$ cat config.mk
export PLATFORM = sky130hd
export DESIGN_NAME = dcs_top
export DESIGN_NICKNAME = d
export VERILOG_FILES = /design/src/hw/dcs_pkg.sv /design/src/hw/dcs_prediv.sv /design/src/hw/dcs_pixdiv.sv /design/src/hw/dcs_top.sv
export VERILOG_INCLUDE_DIRS = /design/src /design/src/hw
export SDC_FILE = /design/constraint.sdc
export NUM_CORES = 1
export LEC_CHECK = 0
export BUFFER_PORTS_ARGS = -buffer_cell sky130_fd_sc_hd__buf_2
export CELL_PAD_IN_SITES_DETAIL_PLACEMENT = 0
export CELL_PAD_IN_SITES_GLOBAL_PLACEMENT = 1
export CORE_MARGIN = 10
export CORE_UTILIZATION = 40
export CTS_BUF_LIST = sky130_fd_sc_hd__clkbuf_4
export DETAILED_ROUTE_END_ITERATION = 6
export PLACE_DENSITY_LB_ADDON = 0.1
export SETUP_SLACK_MARGIN = 0.5
export SYNTH_ARGS = -nofsm -noshare
export SYNTH_HDL_FRONTEND = slang
export SYNTH_SLANG_ARGS = --single-unit
$ cat constraint.sdc
create_clock -name sys_clk -period 1.6 [get_ports sys_clk]
set_input_delay 0.24 -clock sys_clk [delete_from_list [all_inputs] [get_ports sys_clk]]
set_output_delay 0.24 -clock sys_clk [all_outputs]
set_load 0.03 [all_outputs]
$ cat src/hw/dcs_params.svh
// register offsets, field positions and reset values of the display clock block
// assumes a 32-bit avalon-mm slave with byte addresses, one aligned word per register
`ifndef DCS_PARAMS_SVH
`define DCS_PARAMS_SVH

// byte offsets
`define DCS_SRC_SEL_OFS 5'h00
`define DCS_DIV_EN_OFS 5'h04
`define DCS_PTC_OFS 5'h08
`define DCS_PIX_DIV_OFS 5'h0c
`define DCS_STATUS_OFS 5'h10

// clock_source_select_reg fields
`define DCS_U0_SEL_BIT 0
`define DCS_U1_SEL_BIT 1

// clock_divider_enable_reg fields, divisor is field value plus one
`define DCS_U0_DIV_LSB 0
`define DCS_U0_EN_BIT 3
`define DCS_U1_DIV_LSB 4
`define DCS_U1_EN_BIT 7

// panel_timing_control_reg fields
`define DCS_SKIP_BIT 0
`define DCS_NARROW_BIT 1

// pixel divider register fields
`define DCS_U0_PIX_LSB 0
`define DCS_U1_PIX_LSB 8

// status register fields
`define DCS_U0_RUN_BIT 0
`define DCS_U1_RUN_BIT 1
`define DCS_U0_ASRC_BIT 2
`define DCS_U1_ASRC_BIT 3

// reset values
`define DCS_SRC_SEL_RST 2'h0
`define DCS_DIV_RST 3'h0
`define DCS_EN_RST 1'h0
`define DCS_SKIP_RST 1'h0
`define DCS_NARROW_RST 1'h0
`define DCS_PIX_DIV_RST 8'h00

// nominal source rates in mhz, for reference by software models
`define DCS_SRC_A_MHZ 452
`define DCS_SRC_B_MHZ 480

`endif

$ cat src/hw/dcs_pkg.sv
// types shared by the display clock block
// assumes dcs_params.svh for all numeric constants
package dcs_pkg;
  // which high-frequency source feeds an instance
  typedef enum logic {
    DCS_SRC_A = 1'b0,
    DCS_SRC_B = 1'b1
  } dcs_src_t;
  // predivider code, divisor is code plus one (1..8)
  typedef logic [2:0] dcs_div_t;
  typedef logic [31:0] dcs_word_t;
endpackage

$ cat src/hw/dcs_prediv.sv
// source selection, 1..8 predivider and gate for one display controller instance
// assumes source ticks are one-cycle pulses made on sys_clk, one per source clock edge
`timescale 1ns/100ps
`include "dcs_params.svh"
module dcs_prediv (
  input wire logic sys_clk,
  input wire logic arst_n,
  input wire logic src_a_tick,
  input wire logic src_b_tick,
  input wire dcs_pkg::dcs_src_t sel,
  input wire dcs_pkg::dcs_div_t div,
  input wire logic en,
  output logic out_tick,
  output logic running,
  output dcs_pkg::dcs_src_t act_src
);
  import dcs_pkg::*;

  dcs_src_t act_sel_ff, nxt_act_sel;
  dcs_div_t act_div_ff, nxt_act_div;
  dcs_div_t cnt_ff, nxt_cnt;
  logic act_en_ff, nxt_act_en;
  logic tick_ff, nxt_tick;
  logic src_tick;
  logic wrap;

  assign src_tick = (act_sel_ff == DCS_SRC_B) ? src_b_tick : src_a_tick; // RULE1
  assign wrap = act_en_ff && src_tick && (cnt_ff == act_div_ff);

  // config is taken only while stopped or at a period end, so no short pulse
  always_comb begin
    nxt_act_sel = act_sel_ff;
    nxt_act_div = act_div_ff;
    nxt_act_en = act_en_ff;
    nxt_cnt = cnt_ff;
    nxt_tick = 1'b0;
    if (!act_en_ff || wrap) begin // RULE10
      nxt_act_sel = sel; // RULE4
      nxt_act_div = div; // RULE5
      nxt_act_en = en; // RULE6
      nxt_cnt = 3'h0;
      nxt_tick = wrap;
    end else if (src_tick) begin
      nxt_cnt = cnt_ff + 3'h1; // RULE2
    end
  end

  always_ff @(posedge sys_clk or negedge arst_n) begin
    if (!arst_n) begin
      act_sel_ff <= DCS_SRC_A;
      act_div_ff <= `DCS_DIV_RST;
      act_en_ff <= `DCS_EN_RST;
      cnt_ff <= 3'h0;
      tick_ff <= 1'b0;
    end else begin
      act_sel_ff <= nxt_act_sel;
      act_div_ff <= nxt_act_div;
      act_en_ff <= nxt_act_en;
      cnt_ff <= nxt_cnt;
      tick_ff <= nxt_tick;
    end
  end

  assign out_tick = tick_ff;
  assign running = act_en_ff;
  assign act_src = act_sel_ff;
endmodule // dcs_prediv

$ cat src/hw/dcs_pixdiv.sv
// second integer division inside a display controller, predivided ticks to pixel ticks
// assumes in_tick is a one-cycle pulse on sys_clk
`timescale 1ns/100ps
module dcs_pixdiv #(
  parameter int W = 8
) (
  input wire logic sys_clk,
  input wire logic arst_n,
  input wire logic in_tick,
  input wire logic [W-1:0] div,
  output logic pix_tick
);
  if (W < 1 || W > 16) begin : g_chk
    $error("dcs_pixdiv width out of range");
  end

  logic [W-1:0] cnt_ff, nxt_cnt;
  logic [W-1:0] act_div_ff, nxt_act_div;
  logic tick_ff, nxt_tick;
  logic wrap;

  assign wrap = in_tick && (cnt_ff == act_div_ff);

  // divisor reloaded only at a pixel period end to keep whole periods
  always_comb begin
    nxt_cnt = cnt_ff;
    nxt_act_div = act_div_ff;
    nxt_tick = 1'b0;
    if (wrap) begin // RULE3
      nxt_cnt = '0;
      nxt_act_div = div;
      nxt_tick = 1'b1;
    end else if (in_tick) begin
      nxt_cnt = cnt_ff + W'(1);
    end
  end

  always_ff @(posedge sys_clk or negedge arst_n) begin
    if (!arst_n) begin
      cnt_ff <= '0;
      act_div_ff <= '0;
      tick_ff <= 1'b0;
    end else begin
      cnt_ff <= nxt_cnt;
      act_div_ff <= nxt_act_div;
      tick_ff <= nxt_tick;
    end
  end

  assign pix_tick = tick_ff;
endmodule // dcs_pixdiv

$ cat src/hw/dcs_top.sv
// clock source, predivide and enable for two display controller instances,
// plus the panel timing controller path select and 18-bit panel data mapping
// assumes an avalon-mm master on sys_clk and source ticks made on sys_clk
//
// Behaviour
// RULE1: each instance picks source a or b
// RULE2: selected source divided by 1 through 8
// RULE3: controller divides again for pixel clock
// RULE4: separate source select bit per instance
// RULE5: separate predivider field per instance
// RULE6: own enable bit starts each instance
// RULE7: one write updates dividers and enables together
// RULE8: timing controller in path unless skipped
// RULE9: 18-bit panel takes six colour msbs
// RULE10: config changes never make short clock pulses
`timescale 1ns/100ps
`include "dcs_params.svh"
module dcs_top #(
  parameter int PIX_W = 8
) (
  input wire logic sys_clk,
  input wire logic arst_n,
  // avalon-mm slave
  input wire logic [4:0] avs_address,
  input wire logic avs_read,
  input wire logic avs_write,
  input wire dcs_pkg::dcs_word_t avs_writedata,
  input wire logic [3:0] avs_byteenable,
  output dcs_pkg::dcs_word_t avs_readdata,
  output logic avs_waitrequest,
  // source clocks as one-cycle edge ticks
  input wire logic source_clock_a_tick,
  input wire logic source_clock_b_tick,
  // predivided clocks to the two instances and their pixel clocks
  output logic unit0_clock_tick,
  output logic unit1_clock_tick,
  output logic unit0_pixel_tick,
  output logic unit1_pixel_tick,
  // display output path
  input wire logic [23:0] unit0_rgb,
  output logic panel_timing_active,
  output logic [23:0] panel_rgb
);
  import dcs_pkg::*;

  if (PIX_W < 1 || PIX_W > 8) begin : g_chk
    $error("dcs_top pixel divider width must be 1..8");
  end

  // software registers
  dcs_src_t u0_sel_ff, nxt_u0_sel;
  dcs_src_t u1_sel_ff, nxt_u1_sel;
  dcs_div_t u0_div_ff, nxt_u0_div;
  dcs_div_t u1_div_ff, nxt_u1_div;
  logic u0_en_ff, nxt_u0_en;
  logic u1_en_ff, nxt_u1_en;
  logic skip_ff, nxt_skip;
  logic narrow_ff, nxt_narrow;
  logic [PIX_W-1:0] u0_pix_ff, nxt_u0_pix;
  logic [PIX_W-1:0] u1_pix_ff, nxt_u1_pix;
  // bus response
  logic wait_ff, nxt_wait;
  dcs_word_t rdata_ff, nxt_rdata;
  // output path
  logic ptc_act_ff, nxt_ptc_act;
  logic [23:0] rgb_ff, nxt_rgb;
  // instance state
  logic u0_tick, u1_tick, u0_run, u1_run;
  dcs_src_t u0_asrc, u1_asrc;
  logic u0_pix, u1_pix;
  logic wr_ok, rd_ok;

  // expand byte enables to a bit mask
  function automatic dcs_word_t be_mask(input logic [3:0] be);
    dcs_word_t m;
    m = '0;
    for (int i = 0; i < 4; i++) begin
      m[i*8 +: 8] = {8{be[i]}};
    end
    return m;
  endfunction

  // merge a write under byte enables into an old word
  function automatic dcs_word_t be_merge(input dcs_word_t old_w, input dcs_word_t new_w, input logic [3:0] be);
    dcs_word_t m;
    m = be_mask(be);
    return (old_w & ~m) | (new_w & m);
  endfunction

  // request completes at the edge where waitrequest is seen low
  assign wr_ok = avs_write && !wait_ff;
  assign rd_ok = avs_read && !wait_ff;

  // waitrequest drops for one cycle, one cycle after a request appears
  always_comb begin
    nxt_wait = !((avs_read || avs_write) && wait_ff);
  end

  // register writes; one word carries both dividers and both enables
  always_comb begin
    dcs_word_t w;
    w = '0;
    nxt_u0_sel = u0_sel_ff;
    nxt_u1_sel = u1_sel_ff;
    nxt_u0_div = u0_div_ff;
    nxt_u1_div = u1_div_ff;
    nxt_u0_en = u0_en_ff;
    nxt_u1_en = u1_en_ff;
    nxt_skip = skip_ff;
    nxt_narrow = narrow_ff;
    nxt_u0_pix = u0_pix_ff;
    nxt_u1_pix = u1_pix_ff;
    if (wr_ok) begin
      unique case (avs_address)
        `DCS_SRC_SEL_OFS: begin
          w = be_merge(32'h0000_0000, avs_writedata, avs_byteenable);
          if (avs_byteenable[0]) begin
            nxt_u0_sel = dcs_src_t'(w[`DCS_U0_SEL_BIT]); // RULE4
            nxt_u1_sel = dcs_src_t'(w[`DCS_U1_SEL_BIT]); // RULE4
          end
        end
        `DCS_DIV_EN_OFS: begin
          if (avs_byteenable[0]) begin
            nxt_u0_div = avs_writedata[`DCS_U0_DIV_LSB +: 3]; // RULE7
            nxt_u0_en = avs_writedata[`DCS_U0_EN_BIT]; // RULE7
            nxt_u1_div = avs_writedata[`DCS_U1_DIV_LSB +: 3]; // RULE7
            nxt_u1_en = avs_writedata[`DCS_U1_EN_BIT]; // RULE7
          end
        end
        `DCS_PTC_OFS: begin
          if (avs_byteenable[0]) begin
            nxt_skip = avs_writedata[`DCS_SKIP_BIT]; // RULE8
            nxt_narrow = avs_writedata[`DCS_NARROW_BIT];
          end
        end
        `DCS_PIX_DIV_OFS: begin
          w = be_merge({16'h0000, 8'(u1_pix_ff), 8'(u0_pix_ff)}, avs_writedata, avs_byteenable);
          nxt_u0_pix = w[`DCS_U0_PIX_LSB +: PIX_W]; // RULE3
          nxt_u1_pix = w[`DCS_U1_PIX_LSB +: PIX_W]; // RULE3
        end
        default: begin
          // status and unmapped offsets ignore writes
        end
      endcase
    end
  end

  // read data captured one cycle before the completing edge
  always_comb begin
    nxt_rdata = rdata_ff;
    if (avs_read && wait_ff) begin
      nxt_rdata = '0;
      unique case (avs_address)
        `DCS_SRC_SEL_OFS: begin
          nxt_rdata[`DCS_U0_SEL_BIT] = u0_sel_ff;
          nxt_rdata[`DCS_U1_SEL_BIT] = u1_sel_ff;
        end
        `DCS_DIV_EN_OFS: begin
          nxt_rdata[`DCS_U0_DIV_LSB +: 3] = u0_div_ff;
          nxt_rdata[`DCS_U0_EN_BIT] = u0_en_ff;
          nxt_rdata[`DCS_U1_DIV_LSB +: 3] = u1_div_ff;
          nxt_rdata[`DCS_U1_EN_BIT] = u1_en_ff;
        end
        `DCS_PTC_OFS: begin
          nxt_rdata[`DCS_SKIP_BIT] = skip_ff;
          nxt_rdata[`DCS_NARROW_BIT] = narrow_ff;
        end
        `DCS_PIX_DIV_OFS: begin
          nxt_rdata[`DCS_U0_PIX_LSB +: PIX_W] = u0_pix_ff;
          nxt_rdata[`DCS_U1_PIX_LSB +: PIX_W] = u1_pix_ff;
        end
        `DCS_STATUS_OFS: begin
          // shows what the gates really run, which lags the written enable
          nxt_rdata[`DCS_U0_RUN_BIT] = u0_run; // RULE6
          nxt_rdata[`DCS_U1_RUN_BIT] = u1_run; // RULE6
          nxt_rdata[`DCS_U0_ASRC_BIT] = u0_asrc;
          nxt_rdata[`DCS_U1_ASRC_BIT] = u1_asrc;
        end
        default: begin
          nxt_rdata = '0;
        end
      endcase
    end
  end

  // output path: timing controller active out of reset, msbs kept for narrow panels
  always_comb begin
    nxt_ptc_act = !skip_ff; // RULE8
    nxt_rgb = unit0_rgb;
    if (narrow_ff) begin
      // six msbs of each colour land on the low panel lines; colour lsbs dropped
      nxt_rgb = {6'h00, unit0_rgb[23:18], unit0_rgb[15:10], unit0_rgb[7:2]}; // RULE9
    end
  end

  always_ff @(posedge sys_clk or negedge arst_n) begin
    if (!arst_n) begin
      u0_sel_ff <= DCS_SRC_A;
      u1_sel_ff <= DCS_SRC_A;
      u0_div_ff <= `DCS_DIV_RST;
      u1_div_ff <= `DCS_DIV_RST;
      u0_en_ff <= `DCS_EN_RST;
      u1_en_ff <= `DCS_EN_RST;
      skip_ff <= `DCS_SKIP_RST;
      narrow_ff <= `DCS_NARROW_RST;
      u0_pix_ff <= PIX_W'(`DCS_PIX_DIV_RST);
      u1_pix_ff <= PIX_W'(`DCS_PIX_DIV_RST);
      wait_ff <= 1'b1;
      rdata_ff <= '0;
      ptc_act_ff <= 1'b1;
      rgb_ff <= 24'h00_0000;
    end else begin
      u0_sel_ff <= nxt_u0_sel;
      u1_sel_ff <= nxt_u1_sel;
      u0_div_ff <= nxt_u0_div;
      u1_div_ff <= nxt_u1_div;
      u0_en_ff <= nxt_u0_en;
      u1_en_ff <= nxt_u1_en;
      skip_ff <= nxt_skip;
      narrow_ff <= nxt_narrow;
      u0_pix_ff <= nxt_u0_pix;
      u1_pix_ff <= nxt_u1_pix;
      wait_ff <= nxt_wait;
      rdata_ff <= nxt_rdata;
      ptc_act_ff <= nxt_ptc_act;
      rgb_ff <= nxt_rgb;
    end
  end

  // one predivider and gate per instance, each with its own select, divider, enable
  dcs_prediv u_pre0 (
    .sys_clk(sys_clk),
    .arst_n(arst_n),
    .src_a_tick(source_clock_a_tick),
    .src_b_tick(source_clock_b_tick),
    .sel(u0_sel_ff),
    .div(u0_div_ff),
    .en(u0_en_ff),
    .out_tick(u0_tick),
    .running(u0_run),
    .act_src(u0_asrc)
  );

  dcs_prediv u_pre1 (
    .sys_clk(sys_clk),
    .arst_n(arst_n),
    .src_a_tick(source_clock_a_tick),
    .src_b_tick(source_clock_b_tick),
    .sel(u1_sel_ff),
    .div(u1_div_ff),
    .en(u1_en_ff),
    .out_tick(u1_tick),
    .running(u1_run),
    .act_src(u1_asrc)
  );

  // second division stands in for the controller's own pixel divider
  dcs_pixdiv #(.W(PIX_W)) u_pix0 (
    .sys_clk(sys_clk),
    .arst_n(arst_n),
    .in_tick(u0_tick),
    .div(u0_pix_ff),
    .pix_tick(u0_pix)
  );

  dcs_pixdiv #(.W(PIX_W)) u_pix1 (
    .sys_clk(sys_clk),
    .arst_n(arst_n),
    .in_tick(u1_tick),
    .div(u1_pix_ff),
    .pix_tick(u1_pix)
  );

  assign avs_readdata = rdata_ff;
  assign avs_waitrequest = wait_ff;
  assign unit0_clock_tick = u0_tick;
  assign unit1_clock_tick = u1_tick;
  assign unit0_pixel_tick = u0_pix;
  assign unit1_pixel_tick = u1_pix;
  assign panel_timing_active = ptc_act_ff;
  assign panel_rgb = rgb_ff;
endmodule // dcs_top

==> out/qor.txt, run 1 <==
# rows - 42
Core Region - 0.01314 sq mm
EDFF count, synth - 0
Worst skew pair latency - 0.53 ns
Post-Route WL - 13.53 mm
Gr ovfl total - 0
Setup Crit Path Kind - reg -> reg
Static leakage - 4.019 nW
H-tree Lvls - 4
Reg2Reg Setup Slack - -0.007 ns
Worst vdd ir - 0.0005669 V
Critical path endpoint category - flip-flop
Nets@finish - 718
Simple-gate portion of the synthesized area - 0.09780
Placed Area - 0.006509 sq mm
Post-synth top area share - 0.5629
Most instantiated cells after synthesis - dfrtp_1, mux2_2, nand2_1, xnor2_1, nor2_1
Vias per cell - 4.679
Worst Path Max Fanout - 5
Power per Cell Area - 990.1 mW/mm^2
Synth-to-Final Area Change - 57.34%
Clk_skew - 0.01155 ns
Number of global-route vias before repair - 4,252
Sink Count - 122
Seq. cell area - 0.003059 sq mm
IO Port Bufs - 98
Required time at the worst-slack endpoint - 2.02 ns
Final setup margin - -0.007291 ns
Total power - 8.311 mW
Worst hold margin - 0.1478 ns
Setup repair after global routing missed its margin - true
Clock root cell - clkbuf_4
Complex-gate fraction of the synthesized area - 0.04386
Metal2 WL - 6.378 mm
Crit path time final - 1.607 ns
Reg2reg end - u_pix1.act_div_ff[4]
GRT Overall Usage - 0.1541
Total CTS buffers - 17
Mux contribution to synthesized area - 0.1754
Initial Util - 0.4061
Longest Clk Path Bufs - 2
Hold Crit Start - source_clock_a_tick
Startpoint types - flip-flop
Layout filler cell count - 1,029
Clock-pin slew on the worst setup and hold paths - 0.10 ns
Max layer used - met4
First-pass GRT wire length - 22.18 mm
IO Pins - 133
DP HPWL - 8.889 mm
Hold worst-path end - u_pre1.cnt_ff[1]
Residual DRC - 0
Post-synthesis sequential area ratio - 0.5727
Synth Register Bits - 122
Setup-failing EPs final - 5
Antenna viol nets, final - 0
WP data arrival - 2.03 ns
Reg2Reg Launch Point - u_pix1.cnt_ff[0]
Met3 WL - 1.142 mm
Synth async-reset ratio - 1.000
Tcrit/Tclk final - 1.005
Post-synthesis adder-cell area fraction - 0.009381
Failing checks - setup timing
Routed length per instance - 16.28 um
Final Hold Viols - 0
Outcome - finished with violations
Die ar. - 0.01836 sq mm
Share of cells above drive strength 1 - 0.5405
Post-Synth XOR/XNOR Area - 0.06238
DRT met1 WL - 5.824 mm
CTS tree - done
Post-Syn Area per Cell - 13.17 sq um
Synth warnings - 0
Fmax - 622.2 MHz
Vias - 3,888
Dominant cell type by area after synthesis - dfrtp_1
Worst reg2reg path depth - 5
Place WS - -0.006717 ns
N_diodes - 0
DIE WIDTH - 135.5 um
Synth top area cells - dfrtp_1, mux2_2, xnor2_1, buf_4, xor2_1
Mapped Cells - 405
Synth unique cells - 43
Iteration-0 DRC Markers - 118
Pin count of the biggest net entering global routing - 53
Synth Cell Area - 0.005335 sq mm
Routability cong. - 0.7580
Die Ht - 135.5 um
Antenna violations before repair - 0
Fin area - 0.008394 sq mm
Worst Hold Class - in -> reg
# Max-Cap Violations - 0
Multi-input gate area - 0.002693 sq mm
Total negative slack - -0.02879 ns
Largest family of logic cells by synthesized area - multiplexers
Worst hold path depth - 4
Post-synth top flop - dfrtp_1
Top-count cell post-synth - dfrtp_1
DR pass1 iterations - 4
Final max-slew violation count - 0
==> worst max path at each step <==
stage               cells past startpoint  slack (ns)                    to                 start
finish                                  5      -0.007  u_pix1.act_div_ff[4]      u_pix1.cnt_ff[0]
global route                            5       -0.07  u_pix1.act_div_ff[2]  u_pix1.act_div_ff[7]
CTS                                     5       -0.03  u_pix1.act_div_ff[6]  u_pix1.act_div_ff[0]
detailed placement                      5      -0.007             flip-flop        avs_address[1]
global placement                        5       0.004             flip-flop        avs_address[1]
floorplan                               5       -0.06  u_pix0.act_div_ff[7]      u_pix0.cnt_ff[1]
==> metrics by stage <==
stage	instances	utilization
floorplan	420	-
global placement	706	0.4954
detailed placement	706	0.4954
CTS	810	0.6052
global route	831	0.6390
finish	831	0.6390
==> cell families (layout without fill, tap and decap cells) <==
family / count (synthesis) / in the layout
adder cells (fa/ha/maj): 4 / 4
AND/OR/NAND/NOR: 92 / 92
buffers and inverters: 32 / 267
AO/OA/AOI/OAI: 32 / 32
flip-flops: 122 / 122
multiplexers: 84 / 84
other: 1 / 16
XOR/XNOR: 38 / 38
==> layer usage <==
layer	GRT usage	vias to the layer above
met2	0.2328	101
met1	0.1904	1913
met4	0.05562	0
met3	0.06973	16
met5	0	-
li1	-	1858
==> placed cells by master, fill, tap and decap left out, drive strengths merged, types with 10 or more instances in the layout <==
cell type    count
dfrtp          120
dlygate4sd3     43
clkinv          10
mux2            76
clkbuf          21
xnor2           25
nand2           30
conb            16
buf            185
nor2            20
xor2            13
==> critical path, cell delays in order (launching register included) <==
cell and delay [ns]:
dfrtp_1 0.43, xnor2_2 0.18, nand3_2 0.13, nor3_4 0.30
buf_12 0.17, mux2_4 0.29
==> power breakdown <==
group,leakage (nW),internal (mW),switching (mW)
clock,0.136,0.891,1.11
sequential,1.61,3.41,0.282
combinational,2.27,1.46,1.15
total,4.02,5.76,2.55
==> layout make-up <==
class | count | area share
flip-flops and latches | 122 | 0.3644
multi-input cells | 266 | 0.3208
repair buffers | 231 | 0.2571
well taps | 176 | 0.02623
clock buffers | 18 | 0.01610
clock inverters | 13 | 0.01312
inverters | 5 | 0.002236
==> repair_timing <==
action | in CTS | in global routing
buffers inserted | 29 | 18
cloned | 1 | 3
hold buffers | 43 | 0
resized for setup | 151 | 48
pin swaps | 23 | 16
hold endpoints to repair | 173 | 0
endpoints found under the setup margin | 141 | 150
Power figures use the tool's default switching activity.
==> inputs of run 2 (changes only) <==
--- a/config.mk
+++ b/config.mk
@@ -9,6 +9,7 @@
 export BUFFER_PORTS_ARGS = -buffer_cell sky130_fd_sc_hd__buf_2
 export CELL_PAD_IN_SITES_DETAIL_PLACEMENT = 0
 export CELL_PAD_IN_SITES_GLOBAL_PLACEMENT = 1
+export CORE_ASPECT_RATIO = 1.5
 export CORE_MARGIN = 10
 export CORE_UTILIZATION = 40
 export CTS_BUF_LIST = sky130_fd_sc_hd__clkbuf_4
==> run 2 against run 1 <==
The flow still finishes with violations (setup timing). Clock power increased by 8%. Largest power group unchanged. Via count rose by 0.54%. Combinational power decreased by 5%. Critical path depth is the same. Wire length up 2.9%. Clock-buffer cell count is 1 lower. Register-to-register slack got worse by 0.07 ns. Highest routed layer is now met5. First-iteration DRC count decreased by 19%. Design area is 1.2% lower.
==> out/qor.txt, run 2 (same netlist as run 1, synthesis figures left out) <==
DIE WIDTH - 114.3 um (-16%)
Routed length per instance - 17.14 um (+5.3%)
Longest Clk Path Bufs - 2 (unchanged)
Clock root cell - clkbuf_4
Reg2Reg Setup Slack - -0.08 ns (-0.07 ns)
Layout filler cell count - 1,045 (+1.6%)
Worst vdd ir - 0.0005557 V (-2.0%)
Power per Cell Area - 1004 mW/mm^2 (+1.4%)
Synth-to-Final Area Change - 55.49%
Hold Crit Start - avs_address[4]
CTS tree - done
Critical path endpoint category - flip-flop
Met3 Track Usage GR - 0.06192 (-0.007812)
IO Port Bufs - 98 (unchanged)
Worst Hold Class - in -> reg
GRT busiest layer - met2
Worst reg2reg path depth - 5 (unchanged)
GRT Overall Usage - 0.1557 (+0.001644)
Number of global-route vias before repair - 4,455 (+4.8%)
Reg2Reg Launch Point - u_pix1.act_div_ff[7]
Fmax - 595.6 MHz (-4.3%)
Met1 global-route usage - 0.1585 (-0.03185)
Die Ht - 161.4 um (+19%)
Setup repair after global routing missed its margin - true
Tcrit/Tclk final - 1.049 (+0.04489)
Worst Path Max Fanout - 5 (unchanged)
Iteration-0 DRC Markers - 96 (-19%)
DP HPWL - 9.670 mm (+8.8%)
Setup Crit Path Kind - reg -> reg
Die ar. - 0.01845 sq mm (+0.52%)
Worst skew pair latency - 0.50 ns (-0.03 ns)
Gr ovfl total - 0 (unchanged)
Met2 usage - 0.2804 (+0.04760)
Post-Layout Cell Count - 812 (-2.3%)
Clock-pin slew on the worst setup and hold paths - 0.11 ns (about the same)
Final max-slew violation count - 0 (unchanged)
Pin count of the biggest net entering global routing - 48 (-9.4%)
Static leakage - 3.997 nW (-0.55%)
IO Pins - 133 (unchanged)
Outcome - finished with violations
Placed insts - 691 (-2.1%)
Startpoint types - flip-flop
Sink Count - 122 (unchanged)
Required time at the worst-slack endpoint - 1.99 ns (-0.03 ns)
Most common cell after layout, fill and taps aside - dfrtp_1
Most frequent cells in the layout - dfrtp_1, buf_6, buf_4
# Max-Cap Violations - 0 (unchanged)
Total power - 8.332 mW (+0.25%)
Reg2reg end - u_pix1.act_div_ff[5]
Antenna violations before repair - 2 (+2)
Residual DRC - 0 (unchanged)
Post-Route WL - 13.92 mm (+2.9%)
H-tree Lvls - 4 (unchanged)
Final Hold Viols - 0 (unchanged)
Hold worst-path end - u0_sel_ff
Crit path time final - 1.679 ns (+0.07182 ns)
Share of cells above drive strength 1 - 0.5337 (-0.006716)
WP data arrival - 2.07 ns (+0.04 ns)
Antenna viol nets, final - 0 (unchanged)
First-pass GRT wire length - 22.96 mm (+3.5%)
Total CTS buffers - 17 (unchanged)
Core Region - 0.01302 sq mm (-0.91%)
Routability cong. - 0.8006 (+5.6%)
Vias - 3,909 (+0.54%)
Initial Util - 0.4098 (+0.003747)
DR pass1 iterations - 4 (unchanged)
# rows - 51 (+21%)
Final setup margin - -0.07911 ns (-0.07182 ns)
Failing checks - setup timing
Setup-failing EPs final - 10 (+5)
Vias per cell - 4.814 (+2.9%)
Nets@finish - 714 (-0.56%)
Clk_skew - 0.01415 ns (+0.002597 ns)
Worst hold path depth - 4 (unchanged)
-- run 2: changes by cell type in the layout (fill, tap and decap cells not counted), sizes merged --
cell	previous run	this run
clkbuf	21	17
inv	5	8
buf	185	184
clkinvlp	1	0
diode	0	1
-- run 2: worst max-delay path, cell delays in order (launching register included) --
cell     delay, ns
dfrtp_1       0.43
xnor2_2       0.20
nand4_1       0.22
nor3_4        0.27
buf_12        0.17
mux2_4        0.29
-- run 2: routing by layer --
layer	vias up	routed length (um)
met4	2	170
met3	16	966
met5	-	13
met2	95	7823
met1	1952	4941
li1	1844	-
-- run 2: final cells by class --
cell class                 count  area [sq um]  area share
sequential                   122          3059      0.3688
multi-input combinational    266          2671      0.3220
timing repair buffer         227          2067      0.2492
tap                          159         198.9     0.02398
clock inverter                15         150.1     0.01810
clock buffer                  17         127.6     0.01538
inverter                       5         18.77    0.002262
antenna                        1         2.502   0.0003017
-- run 2: through the flow --
stage | hold WS, ns | TNS [ns] | util | setup WS (ns) | cell area, sq um
floorplan | -0.05559 | -0.2220 | - | -0.05607 | 5649
global placement | 0.1874 | -1.301 | 0.4986 | -0.07472 | 6490
detailed placement | 0.1872 | -1.490 | 0.4986 | -0.08881 | 6490
CTS | 0.008814 | -0.5533 | 0.6125 | -0.06745 | 7973
global route | 0.1203 | -1.829 | 0.6373 | -0.1365 | 8295
finish | 0.1485 | -0.6264 | 0.6373 | -0.07911 | 8295
-- run 2: worst max-delay path by stage --
| stage | startpoint | end | slack [ns] | cells past startpoint |
|---|---|---|---|---|
| 2_1_floorplan | u_pix0.cnt_ff[1] | u_pix0.act_div_ff[7] | -0.06 | 5 |
| 3_3_place_gp | u_pix1.act_div_ff[7] | u_pix1.act_div_ff[6] | -0.07 | 5 |
| 3_5_place_dp | u_pix1.act_div_ff[7] | u_pix1.act_div_ff[7] | -0.09 | 5 |
| 4_1_cts | u_pix1.cnt_ff[2] | u_pix1.act_div_ff[7] | -0.07 | 5 |
| 5_1_grt | u_pix1.act_div_ff[7] | u_pix1.act_div_ff[7] | -0.14 | 5 |
| 6_report | u_pix1.act_div_ff[7] | u_pix1.act_div_ff[5] | -0.08 | 5 |
-- run 2: timing repair --
item / 4_1_cts / 5_1_grt
setup buffers: 28 / 15
setup endpoints to repair: 158 / 159
pin swaps: 16 / 15
hold buffers: 42 / 1
gates cloned: 2 / 0
hold endpoints to repair: 126 / 1
gates resized for setup: 156 / 36
-- run 2: report_power, final --
part | switching [mW] | leakage, nW | internal [mW]
registers | 0.286 | 1.61 | 3.41
clock network | 1.23 | 0.158 | 0.933
logic | 1.11 | 2.23 | 1.35
==> inputs of run 3 (changes only) <==
--- a/config.mk
+++ b/config.mk
@@ -12,10 +12,11 @@
 export CORE_ASPECT_RATIO = 1.5
 export CORE_MARGIN = 10
 export CORE_UTILIZATION = 40
-export CTS_BUF_LIST = sky130_fd_sc_hd__clkbuf_4
+export CTS_BUF_LIST = sky130_fd_sc_hd__clkbuf_8
 export DETAILED_ROUTE_END_ITERATION = 6
 export PLACE_DENSITY_LB_ADDON = 0.1
 export SETUP_SLACK_MARGIN = 0.5
 export SYNTH_ARGS = -nofsm -noshare
 export SYNTH_HDL_FRONTEND = slang
 export SYNTH_SLANG_ARGS = --single-unit
+export TNS_END_PERCENT = 100
==> run 3 against run 2 <==
The run still ends with setup timing left. Design area is 1.6% lower. Critical endpoint is now u_pix1.act_div_ff[7]. Critical path depth stayed put. Wire length increased by 0.37%. Clock-buffer cell count is 1 higher. Critical path type unchanged. Clock skew fell by 0.0043 ns. Largest power group unchanged. Via count down 2.0%.
==> out/qor.txt, run 3 (same netlist as run 1, synthesis figures left out) <==
Outcome - finished with violations
Failing checks - setup timing
First-pass GRT wire length - 21.98 mm (-4.3%)
Initial Util - 0.4098 (unchanged)
IO Pins - 133 (unchanged)
Worst skew pair latency - 0.42 ns (-0.08 ns)
Gr ovfl total - 0 (unchanged)
Critical Path Max Stage Delay - 0.42 ns (about the same)
Setup-failing EPs final - 9 (-1)
IO Port Bufs - 98 (unchanged)
Placed insts - 691 (unchanged)
Post-Route WL - 13.97 mm (+0.37%)
Seq. cell area - 0.003059 sq mm (unchanged)
Multi-input gate area - 0.002730 sq mm (+2.2%)
Hold Crit Start - unit0_rgb[23]
Crit path time final - 1.654 ns (-0.02560 ns)
Placed Area - 0.006490 sq mm (unchanged)
Vias - 3,832 (-2.0%)
Fmax - 604.8 MHz (+1.5%)
Hold worst-path end - panel_rgb[23]
Final setup margin - -0.05351 ns (+0.02560 ns)
Required time at the worst-slack endpoint - 1.90 ns (-0.09 ns)
Final max-slew violation count - 0 (unchanged)
Clock-pin slew on the worst setup and hold paths - 0.08 ns (-0.03 ns)
Power per Cell Area - 1111 mW/mm^2 (+11%)
# rows - 51 (unchanged)
Critical path endpoint category - flip-flop
WP data arrival - 1.95 ns (-0.12 ns)
DP HPWL - 9.670 mm (unchanged)
Static leakage - 3.960 nW (-0.91%)
Routability cong. - 0.8006 (unchanged)
Worst path cell trace - xnor2_2, nand4_1, nor3_4, buf_12, mux2_4
Synth-to-Final Area Change - 53.05%
CTS tree - done
GRT Overall Usage - 0.1507 (-0.005008)
Crit-path slowest cell - dfrtp_1
Routed length per instance - 17.88 um (+4.4%)
Reg2Reg Launch Point - u_pix1.act_div_ff[7]
Switching pwr - 2.773 mW (+5.2%)
Clk_skew - 0.009890 ns (-0.004261 ns)
Fin area - 0.008165 sq mm (-1.6%)
Residual DRC - 0 (unchanged)
Worst hold margin - 0.04358 ns (-0.1049 ns)
Layout filler cell count - 1,092 (+4.5%)
Clock power share - 0.301 (+0.041)
DR pass1 iterations - 6 (+2)
Switch share - 0.3056 (-0.01065)
Reg2Reg Setup Slack - -0.05 ns (+0.03 ns)
Pin count of the biggest net entering global routing - 48 (unchanged)
Most frequent cells in the layout - dfrtp_1, buf_6, buf_4
Worst Hold Class - in -> reg
Place WS - -0.08881 ns (unchanged)
Die ar. - 0.01845 sq mm (unchanged)
Tcrit/Tclk final - 1.033 (-0.01600)
Setup repair after global routing missed its margin - true
Most common cell after layout, fill and taps aside - dfrtp_1
Pint - 6.301 mW (+11%)
Longest Clk Path Bufs - 2 (unchanged)
Startpoint types - flip-flop
Combinational Power Share - 0.291 (-0.005)
Post-Layout Cell Count - 781 (-3.8%)
Worst Path Max Fanout - 8 (+3)
Sink Count - 122 (unchanged)
Final Hold Viols - 0 (unchanged)
Worst reg2reg path depth - 5 (unchanged)
Iteration-0 DRC Markers - 127 (+32%)
Antenna violations before repair - 2 (unchanged)
Antenna viol nets, final - 0 (unchanged)
Core Region - 0.01302 sq mm (unchanged)
Setup Crit Path Kind - reg -> reg
Number of global-route vias before repair - 4,284 (-3.8%)
Reg power frac - 0.408 (-0.036)
Reg2reg end - u_pix1.act_div_ff[7]
Total power - 9.074 mW (+8.9%)
Vias per cell - 4.907 (+1.9%)
Nets@finish - 683 (-4.3%)
Die Ht - 161.4 um (unchanged)
Worst hold path depth - 2 (-2)
H-tree Lvls - 4 (unchanged)
Share of cells above drive strength 1 - 0.5958 (+0.06207)
DIE WIDTH - 114.3 um (unchanged)
Clock root cell - clkbuf_8
# Max-Cap Violations - 0 (unchanged)
Total CTS buffers - 17 (unchanged)
Worst vdd ir - 0.0006419 V (+16%)
==> run 3: repair_timing <==
action,CTS,global route
endpoints found under the setup margin,158,160
setup buffers,28,23
pin swaps,16,17
gates cloned,1,3
hold buffers,2,0
gates resized for setup,155,53
endpoints found under the hold margin,24,0
==> run 3: power groups by stage <==
stage                     Clock [mW]  Sequential [mW]  Combinational, mW
after floorplan                    0             3.86               1.04
after global placement             0             3.73               1.79
after detailed placement           0             3.73               1.82
after CTS                       2.81             3.70               2.21
after global routing            2.95             3.75               2.84
final                           2.73             3.71               2.64
==> run 3: layer usage <==
layer	vias to the layer above	part of all wire	GRT usage
met4	2	0.017	0.05029
met5	-	0.00093	0
met1	1936	0.34	0.1497
met3	18	0.080	0.06748
met2	102	0.56	0.2692
li1	1774	-	-
==> run 3: worst max-delay path: cells and delay by family (launching register included) <==
kind                   cells  cell delay, ns
XOR/XNOR                   1            0.19
multiplexers               1            0.30
buffers and inverters      1            0.17
flip-flops                 1            0.42
AND/OR/NAND/NOR            2            0.46
==> run 3: layout make-up <==
| type | count | area share |
|---|---|---|
| antenna | 1 | 0.0003065 |
| clock buffer | 18 | 0.03034 |
| clock inverter | 14 | 0.01793 |
| inverter | 5 | 0.002298 |
| multi-input combinational | 266 | 0.3344 |
| sequential | 122 | 0.3747 |
| tap | 159 | 0.02436 |
| timing repair buffer | 196 | 0.2158 |
==> run 3: per-stage QoR <==
stage                 util  TNS, ns
floorplan                -  -0.2220
global placement    0.4986   -1.301
detailed placement  0.4986   -1.490
CTS                 0.5889  -0.4859
global route        0.6271   -1.133
finish              0.6273  -0.3516
==> run 3: worst max path at each step <==
| stage | slack, ns | startpoint | cells past startpoint | to |
|---|---|---|---|---|
| floorplan | -0.06 | u_pix0.cnt_ff[1] | 5 | u_pix0.act_div_ff[7] |
| detailed placement | -0.09 | u_pix1.act_div_ff[7] | 5 | u_pix1.act_div_ff[7] |
| finish | -0.05 | u_pix1.act_div_ff[7] | 5 | u_pix1.act_div_ff[7] |
| global route | -0.09 | u_pix1.act_div_ff[7] | 5 | u_pix1.act_div_ff[0] |
| CTS | -0.07 | u_pix1.act_div_ff[7] | 5 | u_pix1.act_div_ff[7] |
| global placement | -0.07 | u_pix1.act_div_ff[7] | 5 | u_pix1.act_div_ff[6] |
